===== config.mk =====
export PLATFORM = sky130hd
export DESIGN_NAME = dacrc_top
export DESIGN_NICKNAME = d
export VERILOG_FILES = /design/src/dacrc_pkg.sv /design/src/dacrc_sync.sv /design/src/dacrc_code.sv /design/src/dacrc_top.sv
export SDC_FILE = /design/constraint.sdc
export NUM_CORES = 1
export LEC_CHECK = 0
export ABC_CLOCK_PERIOD_IN_PS = 1600
export BUFFER_PORTS_ARGS = -buffer_cell sky130_fd_sc_hd__buf_2
export CORE_MARGIN = 8
export CORE_UTILIZATION = 35
export DETAILED_ROUTE_END_ITERATION = 16
export PLACE_DENSITY = 0.57
export SLEW_MARGIN = 40
export SYNTH_ARGS = -nofsm -noshare
export SYNTH_HDL_FRONTEND = slang
export SYNTH_SLANG_ARGS = --single-unit

===== constraint.sdc =====
create_clock -name ref_clk -period 1.6 [get_ports ref_clk]
set_input_delay 0.24 -clock ref_clk [delete_from_list [all_inputs] [get_ports ref_clk]]
set_output_delay 0.24 -clock ref_clk [all_outputs]
set_load 0.02 [all_outputs]

===== src/dacrc_pkg.sv =====
// Purpose: shared constants and types for the dac register control block
// Assumes: 8-bit register port, byte offsets as mapped
// Notes: none
package dacrc_pkg;
  // ----------------------------------------
  // register map
  // ----------------------------------------
  localparam logic [1:0] DACRC_OFS_CTRL = 2'h0;
  localparam logic [1:0] DACRC_OFS_RSVD = 2'h1;
  localparam logic [1:0] DACRC_OFS_LEFT = 2'h2;
  localparam logic [1:0] DACRC_OFS_RIGHT = 2'h3;
  localparam int DACRC_AW = 2;
  localparam int DACRC_DW = 8;
  // ----------------------------------------
  // control field positions
  // ----------------------------------------
  localparam int DACRC_B_ENABLE = 7;
  localparam int DACRC_B_TEST = 6;
  localparam int DACRC_B_ALIGN = 3;
  localparam int DACRC_B_SIGNED = 2;
  localparam int DACRC_B_WAITPD = 1;
  localparam int DACRC_B_PINOE = 0;
  localparam logic [7:0] DACRC_CTRL_RST = 8'h00;
  localparam logic [7:0] DACRC_CTRL_WMASK = 8'hCF;
  localparam logic [7:0] DACRC_VALUE_RST = 8'h00;
  localparam logic [7:0] DACRC_ZERO = 8'h00;

  typedef struct packed {
    logic enable;
    logic test;
    logic align;
    logic signed_fmt;
    logic wait_pd;
    logic pin_oe;
  } dacrc_ctrl_t;

  typedef struct packed {
    logic [7:0] code;
    logic power_up;
    logic pin_oe;
    logic test;
  } dacrc_core_t;

  typedef enum logic [2:0] {
    DACRC_OFF = 3'b001,
    DACRC_RUN = 3'b010,
    DACRC_HOLD = 3'b100
  } dacrc_state_t;
endpackage : dacrc_pkg


===== src/dacrc_sync.sv =====
// Purpose: two flip-flop synchroniser for an asynchronous level
// Assumes: reset already synchronised by the caller where needed
// Notes: first stage is read only by the second
`timescale 1ns/1ps
module dacrc_sync (
  input wire logic clk,
  input wire logic rst_n,
  input wire logic din,
  output logic dout
);
  logic meta_q;
  always_ff @(posedge clk or negedge rst_n) begin
    if (!rst_n) begin
      meta_q <= 1'b0;
      dout <= 1'b0;
    end else begin
      meta_q <= din;
      dout <= meta_q;
    end
  end
endmodule : dacrc_sync


===== src/dacrc_code.sv =====
// Purpose: turn the stored byte into the unsigned code for the analog core
// Assumes: combinational, same clock as caller
// Notes: signed two's complement maps by flipping the top bit
`timescale 1ns/1ps
module dacrc_code (
  input wire logic [7:0] value,
  input wire logic signed_fmt,
  output logic [7:0] code
);
  // $7f -> $ff, $80 -> $00 in signed form
  assign code = {value[7] ^ signed_fmt, value[6:0]};
endmodule : dacrc_code


===== src/dacrc_top.sv =====
// Purpose: control side of an 8-bit single-channel d/a converter
// Assumes: ref_clk 25 MHz, mode inputs come from outside the clock domain
// Notes: analog pin is modelled as code, power and output enable to the core
//
// Decided for this implementation: strobed register access.
`timescale 1ns/1ps
module dacrc_top
  import dacrc_pkg::*;
(
  input wire logic ref_clk,
  input wire logic arst_n,
  input wire logic [DACRC_AW-1:0] reg_addr,
  input wire logic [DACRC_DW-1:0] reg_wdata,
  input wire logic reg_wr,
  input wire logic reg_rd,
  output logic [DACRC_DW-1:0] reg_rdata,
  input wire logic special_mode,
  input wire logic wait_mode,
  input wire logic stop_mode,
  output logic [7:0] core_code,
  output logic core_power_up,
  output logic core_test,
  output logic analog_output_pin_oe
);
  // ----------------------------------------
  // reset release
  // ----------------------------------------
  // arst_n takes hold at once but lets go through two flops, so no register
  // leaves reset on an edge that falls close to the rise of the pin
  logic rst_meta_q;
  logic rst_n_q;
  always_ff @(posedge ref_clk or negedge arst_n) begin
    if (!arst_n) begin
      rst_meta_q <= 1'b0;
      rst_n_q <= 1'b0;
    end else begin
      rst_meta_q <= 1'b1;
      rst_n_q <= rst_meta_q;
    end
  end

  // ----------------------------------------
  // mode synchronisers
  // ----------------------------------------
  // chip mode levels come from another domain; each costs two cycles
  localparam int MODE_N = 3;
  localparam int MODE_SPECIAL = 0;
  localparam int MODE_WAIT = 1;
  localparam int MODE_STOP = 2;
  logic [MODE_N-1:0] mode_raw;
  logic [MODE_N-1:0] mode_s;
  assign mode_raw[MODE_SPECIAL] = special_mode;
  assign mode_raw[MODE_WAIT] = wait_mode;
  assign mode_raw[MODE_STOP] = stop_mode;
  generate
    for (genvar gi = 0; gi < MODE_N; gi++) begin : g_mode_sync
      dacrc_sync u_sync (
        .clk(ref_clk),
        .rst_n(rst_n_q),
        .din(mode_raw[gi]),
        .dout(mode_s[gi])
      );
    end
  endgenerate

  logic special_s;
  logic wait_s;
  logic stop_s;
  assign special_s = mode_s[MODE_SPECIAL];
  assign wait_s = mode_s[MODE_WAIT];
  assign stop_s = mode_s[MODE_STOP];

  // ----------------------------------------
  // stored state
  // ----------------------------------------
  dacrc_ctrl_t ctrl_q;
  dacrc_ctrl_t ctrl_d;
  logic [7:0] value_q;
  logic [7:0] value_d;

  // reset image of the control fields, taken from the register reset word
  localparam dacrc_ctrl_t CTRL_RST_T = '{
    enable: DACRC_CTRL_RST[DACRC_B_ENABLE],
    test: DACRC_CTRL_RST[DACRC_B_TEST],
    align: DACRC_CTRL_RST[DACRC_B_ALIGN],
    signed_fmt: DACRC_CTRL_RST[DACRC_B_SIGNED],
    wait_pd: DACRC_CTRL_RST[DACRC_B_WAITPD],
    pin_oe: DACRC_CTRL_RST[DACRC_B_PINOE]
  };

  // ----------------------------------------
  // address decode
  // ----------------------------------------
  logic sel_ctrl;
  logic sel_rsvd;
  logic sel_left;
  logic sel_right;
  assign sel_ctrl = (reg_addr == DACRC_OFS_CTRL);
  assign sel_rsvd = (reg_addr == DACRC_OFS_RSVD);
  assign sel_left = (reg_addr == DACRC_OFS_LEFT);
  assign sel_right = (reg_addr == DACRC_OFS_RIGHT);

  // exactly one data view is live; the other reads zero and drops writes
  logic view_left_live;
  logic view_right_live;
  assign view_left_live = !ctrl_q.align;
  assign view_right_live = ctrl_q.align;

  logic wr_ctrl;
  logic wr_left;
  logic wr_right;
  logic wr_value;
  assign wr_ctrl = reg_wr && sel_ctrl;
  // the inactive view ignores writes, so the byte survives a view change
  assign wr_left = reg_wr && sel_left && view_left_live;
  assign wr_right = reg_wr && sel_right && view_right_live;
  assign wr_value = wr_left || wr_right;

  // ----------------------------------------
  // control field update
  // ----------------------------------------
  logic [7:0] wr_masked;
  assign wr_masked = reg_wdata & DACRC_CTRL_WMASK;
  // test bit only moves in special modes; elsewhere a write leaves it alone
  logic wr_test_ok;
  assign wr_test_ok = wr_ctrl && special_s;
  assign ctrl_d.enable = wr_ctrl ? wr_masked[DACRC_B_ENABLE] : ctrl_q.enable;
  assign ctrl_d.test = wr_test_ok ? wr_masked[DACRC_B_TEST] : ctrl_q.test;
  assign ctrl_d.align = wr_ctrl ? wr_masked[DACRC_B_ALIGN] : ctrl_q.align;
  assign ctrl_d.signed_fmt = wr_ctrl ? wr_masked[DACRC_B_SIGNED] : ctrl_q.signed_fmt;
  assign ctrl_d.wait_pd = wr_ctrl ? wr_masked[DACRC_B_WAITPD] : ctrl_q.wait_pd;
  assign ctrl_d.pin_oe = wr_ctrl ? wr_masked[DACRC_B_PINOE] : ctrl_q.pin_oe;
  assign value_d = wr_value ? reg_wdata : value_q;

  // ----------------------------------------
  // register storage
  // ----------------------------------------
  // stop mode leaves these untouched: only the core is gated
  always_ff @(posedge ref_clk or negedge rst_n_q) begin
    if (!rst_n_q) begin
      ctrl_q <= CTRL_RST_T;
    end else begin
      ctrl_q <= ctrl_d;
    end
  end

  always_ff @(posedge ref_clk or negedge rst_n_q) begin
    if (!rst_n_q) begin
      value_q <= DACRC_VALUE_RST;
    end else begin
      value_q <= value_d;
    end
  end

  // ----------------------------------------
  // read path
  // ----------------------------------------
  logic [7:0] ctrl_rd;
  logic [7:0] rsvd_rd;
  logic [7:0] left_rd;
  logic [7:0] right_rd;
  logic [7:0] rd_mux;
  logic [7:0] rd_word;
  assign ctrl_rd = {ctrl_q.enable, ctrl_q.test, 2'b00, ctrl_q.align,
                    ctrl_q.signed_fmt, ctrl_q.wait_pd, ctrl_q.pin_oe};
  assign rsvd_rd = DACRC_ZERO;
  assign left_rd = view_left_live ? value_q : DACRC_ZERO;
  assign right_rd = view_right_live ? value_q : DACRC_ZERO;
  // selects are one-hot by construction, so an and-or mux is enough
  assign rd_mux = ({DACRC_DW{sel_ctrl}} & ctrl_rd)
                | ({DACRC_DW{sel_rsvd}} & rsvd_rd)
                | ({DACRC_DW{sel_left}} & left_rd)
                | ({DACRC_DW{sel_right}} & right_rd);
  // idle cycles return zero so a stale byte never looks like an answer
  assign rd_word = reg_rd ? rd_mux : DACRC_ZERO;

  always_ff @(posedge ref_clk or negedge rst_n_q) begin
    if (!rst_n_q) begin
      reg_rdata <= DACRC_ZERO;
    end else begin
      reg_rdata <= rd_word;
    end
  end

  // ----------------------------------------
  // converter power state
  // ----------------------------------------
  dacrc_state_t state_q;
  dacrc_state_t state_d;
  logic low_power;
  logic want_off;
  assign low_power = stop_s || (wait_s && ctrl_q.wait_pd);
  assign want_off = !ctrl_q.enable;
  // every state obeys the same exits; hold only remembers why the core is down
  always_comb begin
    state_d = state_q;
    case (state_q)
      DACRC_OFF: begin
        if (want_off) begin
          state_d = DACRC_OFF;
        end else if (low_power) begin
          state_d = DACRC_HOLD;
        end else begin
          state_d = DACRC_RUN;
        end
      end
      DACRC_RUN: begin
        if (want_off) begin
          state_d = DACRC_OFF;
        end else if (low_power) begin
          state_d = DACRC_HOLD;
        end else begin
          state_d = DACRC_RUN;
        end
      end
      DACRC_HOLD: begin
        if (want_off) begin
          state_d = DACRC_OFF;
        end else if (low_power) begin
          state_d = DACRC_HOLD;
        end else begin
          state_d = DACRC_RUN;
        end
      end
      default: begin
        state_d = DACRC_OFF;
      end
    endcase
  end

  always_ff @(posedge ref_clk or negedge rst_n_q) begin
    if (!rst_n_q) begin
      state_q <= DACRC_OFF;
    end else begin
      state_q <= state_d;
    end
  end

  // ----------------------------------------
  // core drive
  // ----------------------------------------
  logic [7:0] code_w;
  dacrc_code u_code (
    .value(value_q),
    .signed_fmt(ctrl_q.signed_fmt),
    .code(code_w)
  );
  // next state is used so the core follows the register one cycle later
  logic run_w;
  assign run_w = (state_d == DACRC_RUN);
  dacrc_core_t core_d;
  dacrc_core_t core_q;
  assign core_d.code = code_w;
  assign core_d.power_up = run_w;
  assign core_d.pin_oe = run_w && ctrl_q.pin_oe;
  assign core_d.test = ctrl_q.test;

  always_ff @(posedge ref_clk or negedge rst_n_q) begin
    if (!rst_n_q) begin
      core_q <= '0;
    end else begin
      core_q <= core_d;
    end
  end

  // ----------------------------------------
  // outputs
  // ----------------------------------------
  assign core_code = core_q.code;
  assign core_power_up = core_q.power_up;
  assign analog_output_pin_oe = core_q.pin_oe;
  assign core_test = core_q.test;
endmodule : dacrc_top


* Yosys cells after proc, flatten, opt, wreduce, memory -nomap -nowiden
Index checks and enable logic that the tools add are counted.
** Storage, ports and cells
- Flip-flop bits (word level) :: 44
- Bits of input ports :: 17
** Cells by class
- Equality and inequality tests :: 6
- Muxes and demuxes :: 6
- Bitwise operators :: 6
- Reductions and logical operators :: 13
** Operators with widths (number)
- $and A8 B8 Y8 :: 3
- $mux W8 :: 3
- $or A8 B8 Y8 :: 2
- $mux W3 :: 3
- $logic_and A1 B1 Y1 :: 8
- $eq A3 B2 Y1 const B :: 2
- $eq A2 B2 Y1 const B :: 2
- $eq A3 B1 Y1 const B :: 1
- $eq A3 B3 Y1 const B :: 1
- $reduce_or A3 Y1 :: 1
- $logic_not A2 Y1 :: 1
- $logic_or A1 B1 Y1 :: 2
- $logic_not A1 Y1 :: 1
- $xor A1 B1 Y1 :: 1

* Longest topological paths before layout
- Word-level depth :: 7
- Mapped depth :: 4

* Modules after synthesis
Synthesis repeated with hierarchy kept, for this count alone.
** Unflattened totals
- Cell total of the unflattened synthesis :: 98
- Area total of the unflattened synthesis :: 1570.3 um^2
** By module, submodules not included
- dacrc_top :: instances 1, cells an instance 84, area each 1358.8 um^2, seq. area each 952.2 um^2
- dacrc_sync :: instances 3, cells an instance 2, area each 50.0 um^2, seq. area each 50.0 um^2
- dacrc_code :: instances 1, cells an instance 8, area each 61.3 um^2, seq. area each 0.0 um^2

* Least setup slack after synthesis
Ideal clock, no wire load.
- Path type :: register to register
- Start point :: reg ctrl_q, in the netlist view_right_live
- End point :: reg value_q[0]
- Arrival :: 1294 ps
- Setup slack :: 181 ps
- Cell stages (with the launch flop) :: 5
- Path buffers :: 1
- Cells stage by stage :: dfrtp_1 > xnor2_2 > and3_1 > buf_6 > mux2_4
** On the way
- Word-level cells in the longest chain between the ends :: 3
- Elaborated cells on any way between the ends :: 4
- Those cells by class :: 4 x reduce/logical
** RTL lines
- start: declaration :: RTL line dacrc_top.sv:76 : dacrc_ctrl_t ctrl_q;
- start signal: assignment :: RTL line dacrc_top.sv:143 : ctrl_q <= ctrl_d;
- $logic_not A1 Y1 :: RTL line dacrc_top.sv:106 : assign view_left_live = !ctrl_q.align;
- $logic_and A1 B1 Y1 :: RTL line dacrc_top.sv:115 : assign wr_left = reg_wr && sel_left && view_left_live;
- $logic_or A1 B1 Y1 * :: RTL line dacrc_top.sv:117 : assign wr_value = wr_left || wr_right;
- end signal: assignment :: RTL line dacrc_top.sv:151 : value_q <= value_d;
- end: declaration :: RTL line dacrc_top.sv:78 : logic [7:0] value_q;
Every way passes the cells marked *; elsewhere a longest branch is shown, timed or not.
A chain may end at the register's enable or synchronous reset.

* Worst setup path in the final report
- Start point :: reg ctrl_q, in the netlist view_right_live
- End point :: reg value_q[7]
The elaborated chain is that of the path after synthesis.

==> impl_metrics.ini <==
[hold_path]
min_to = g_mode_sync[0].u_sync.meta_q
worstHoldPathCells = 1
min_from = special_mode
hold_class = in -> reg

[worst_setup_path]
reg2reg_to = value_q[7]
worst-r2r-setup-slack_ns = 0.22
cp_max_fo = 5
worstPathArrival_ns = 1.56
cp.required_ns = 1.78
path_class = reg -> reg
r2r-start = view_right_live
r2r_cells = 4
endpoint_kind = flip-flop
worst_setup_path_start_kind = flip-flop

[cells_and_area]
final_common_cell = dfrtp_1
nets = 154
layout_common_cells = dfrtp_1 (42), buf_2 (35), nor2b_1 (8), mux2_4 (8)
diodes = 0
area_delta_synth_final_pct = 25.0
layout-drive-gt1-share_pct = 48.6

[logic_synthesis]
syn-cell-area_mm2 = 0.00152
synth.top_cells.by_area = dfrtp_1 (71%), mux2_4 (7.9%), mux2_2 (4.5%)
ys_seq_elements = 44
synth-simple-area-share_pct = 7.09
ys.warnings.count = 0
avgSynthCellArea_um2 = 16.7
ys_seq_area_share_pct = 72.6
yosysTopAreaCellShare_pct = 70.9
syn_nets = 108
synth_cells = 91
yosys.area.top_type = dfrtp_1
synth_compound_area_share_pct = 4.45
synth_cell_type_count = 21
synthAdderAreaFrac_pct = 0
synth_mux_area_share_pct = 12.4
synth_top_family_by_area = multiplexers
synth_xor_area_share_pct = 2.23

[sta]
finalCriticalPeriod_ns = 1.38
fmax_ghz = 0.724
rsz0062_at_grt = false
skew_ns = 0.00765
slew_violations = 0
finalSetupViolCount = 0
hold_viol = 0
totalNegativeSetupSlack_ns = 0
fin_crit_sh_pct = 86.3
worst_hold_slack_ns = 0.0507

[power]
switching_share_pct = 29.1
p_sw_uw = 821
p_int_uw = 2000
powerDensity_mw_per_mm2 = 1490
peakVddDrop_mv = 0.668
p_seq_share_pct = 53.2
pwr-share-comb_pct = 22.0
p_leak_uw = 0.000922
pwr-share-clk_pct = 24.9

[global_route]
grt_first_pass_wirelength_mm = 4.63
grt_use_total_pct = 9.31
grt-ovfl-total = 0
grt_antenna_before_repair = 0
grt_pass1_vias = 975
grt_max_degree = 29

[clock_tree]
cts_inserted_buffers = 5
cts_resized = 0
cts_setup_buffers = 0
holdBufCountCts = 1
cts.clk_slew.worst_paths_ns = 0.08
clockRootBuffer = clkbuf_8
h-tree-depth = 2
numClockSinks = 44
clk_latency_ns = 0.29
cts_tree = yes
clock_path_buffers = 2

[floorplan]
dieWidth_um = 81.9
die_y_um = 81.9
coreArea_mm2 = 0.00426
rows = 24
start_util_pct = 35.6
die_area_mm2 = 0.00670
io_pins = 36

[routing]
drt-initial-drc-count = 45
wl_per_cell_um = 15.5
drc = 0
antenna_left = 0
route.vias.total = 881
vias_per_cell = 4.64
wirelength_mm = 2.94
dr.pass1.iters = 3

[placed_design]
io_buffers = 35
place_congestion = 0.706
place.detailed.hpwl_mm = 2.17

[run_status]
run_status = finished, final reports clean

[flow_run]
cap_violations = 0
synth_stat cells:
cell type  number
dfrtp_1        43
mux2_4          8
nor2b_1         8
mux2_2          6
a32oi_1         5
nor2_1          3
and4_2          2
nand2_1         2
xor2_1          2
a21oi_1         1
a31oi_1         1
and3_1          1
buf_6           1
clkbuf_1        1
conb_1          1
dfstp_2         1
nand3_1         1
nor3b_1         1
o211ai_1        1
o21ai_0         1
xnor2_2         1
worst max-delay path, cell delays in order (launching register included):
cell,delay [ns]
dfrtp_1,0.43
xnor2_2,0.15
and3_1,0.20
buf_4,0.18
mux2_4,0.31
how the worst max path moves through the flow:
| stage | endpoint | slack [ns] | depth (start not counted) | start |
|---|---|---|---|---|
| 2_1_floorplan | value_q[0] | 0.18 | 4 | view_right_live |
| 3_3_place_gp | ctrl_q[2] | 0.16 | 4 | reg_addr[0] |
| 3_5_place_dp | view_right_live | 0.07 | 4 | reg_addr[0] |
| 4_1_cts | value_q[7] | 0.21 | 4 | view_right_live |
| 5_1_grt | value_q[7] | 0.16 | 4 | view_right_live |
| 6_report | value_q[7] | 0.22 | 4 | view_right_live |
flip-flops by register name (all words and copies together) (netlist names), 3 cells and up:
register / flops
core_code: 8
ctrl_q: 4
g_mode_sync.u_sync.dout: 3
g_mode_sync.u_sync.meta_q: 3
state_q: 3
reg_rdata: 8
value_q: 8
routing by layer:
metal  vias up  GRT usage, %  wire length, um
met4         0          5.26               63
li1        407             -                -
met3         7          4.05              289
met5         -             0                0
met2        34          13.9             1320
met1       433          11.0             1260
cells by family (layout without fill, tap and decap cells):
kind of cell,after synthesis,count (layout)
other cells,1,1
flops,44,44
compound gates,9,9
buf+inv,2,49
xor+xnor,3,3
simple gates,18,18
mux,14,14
final cells by class:
| cell class | instances | area [um^2] |
|---|---|---|
| timing repair buffer | 41 | 235 |
| clock inverter | 2 | 10.0 |
| sequential | 44 | 1100 |
| fill | 409 | 2370 |
| clock buffer | 6 | 82.6 |
| tap | 52 | 65.1 |
| multi-input combinational | 45 | 400 |
power by group through the flow:
stage          sequential (uW)  clock (uW)  combinational [uW]
2_1_floorplan             1650           0                 258
3_3_place_gp              1520           0                 615
3_5_place_dp              1530           0                 629
4_1_cts                   1510         727                 633
5_1_grt                   1530         767                 666
6_report                  1500         702                 619
stage by stage:
| step | util (%) | total power, uW | setup slack, ns | cells | cell area (um^2) |
|---|---|---|---|---|---|
| after floorplan | - | 1910 | 0.181 | 91 | 1520 |
| after global placement | 42.1 | 2140 | 0.162 | 181 | 1790 |
| after detailed placement | 42.1 | 2160 | 0.0670 | 181 | 1790 |
| after CTS | 44.5 | 2870 | 0.208 | 190 | 1900 |
| after global routing | 44.5 | 2970 | 0.165 | 190 | 1900 |
| final | 44.5 | 2820 | 0.219 | 190 | 1900 |
Note: power is estimated with default switching activity, not from simulation.
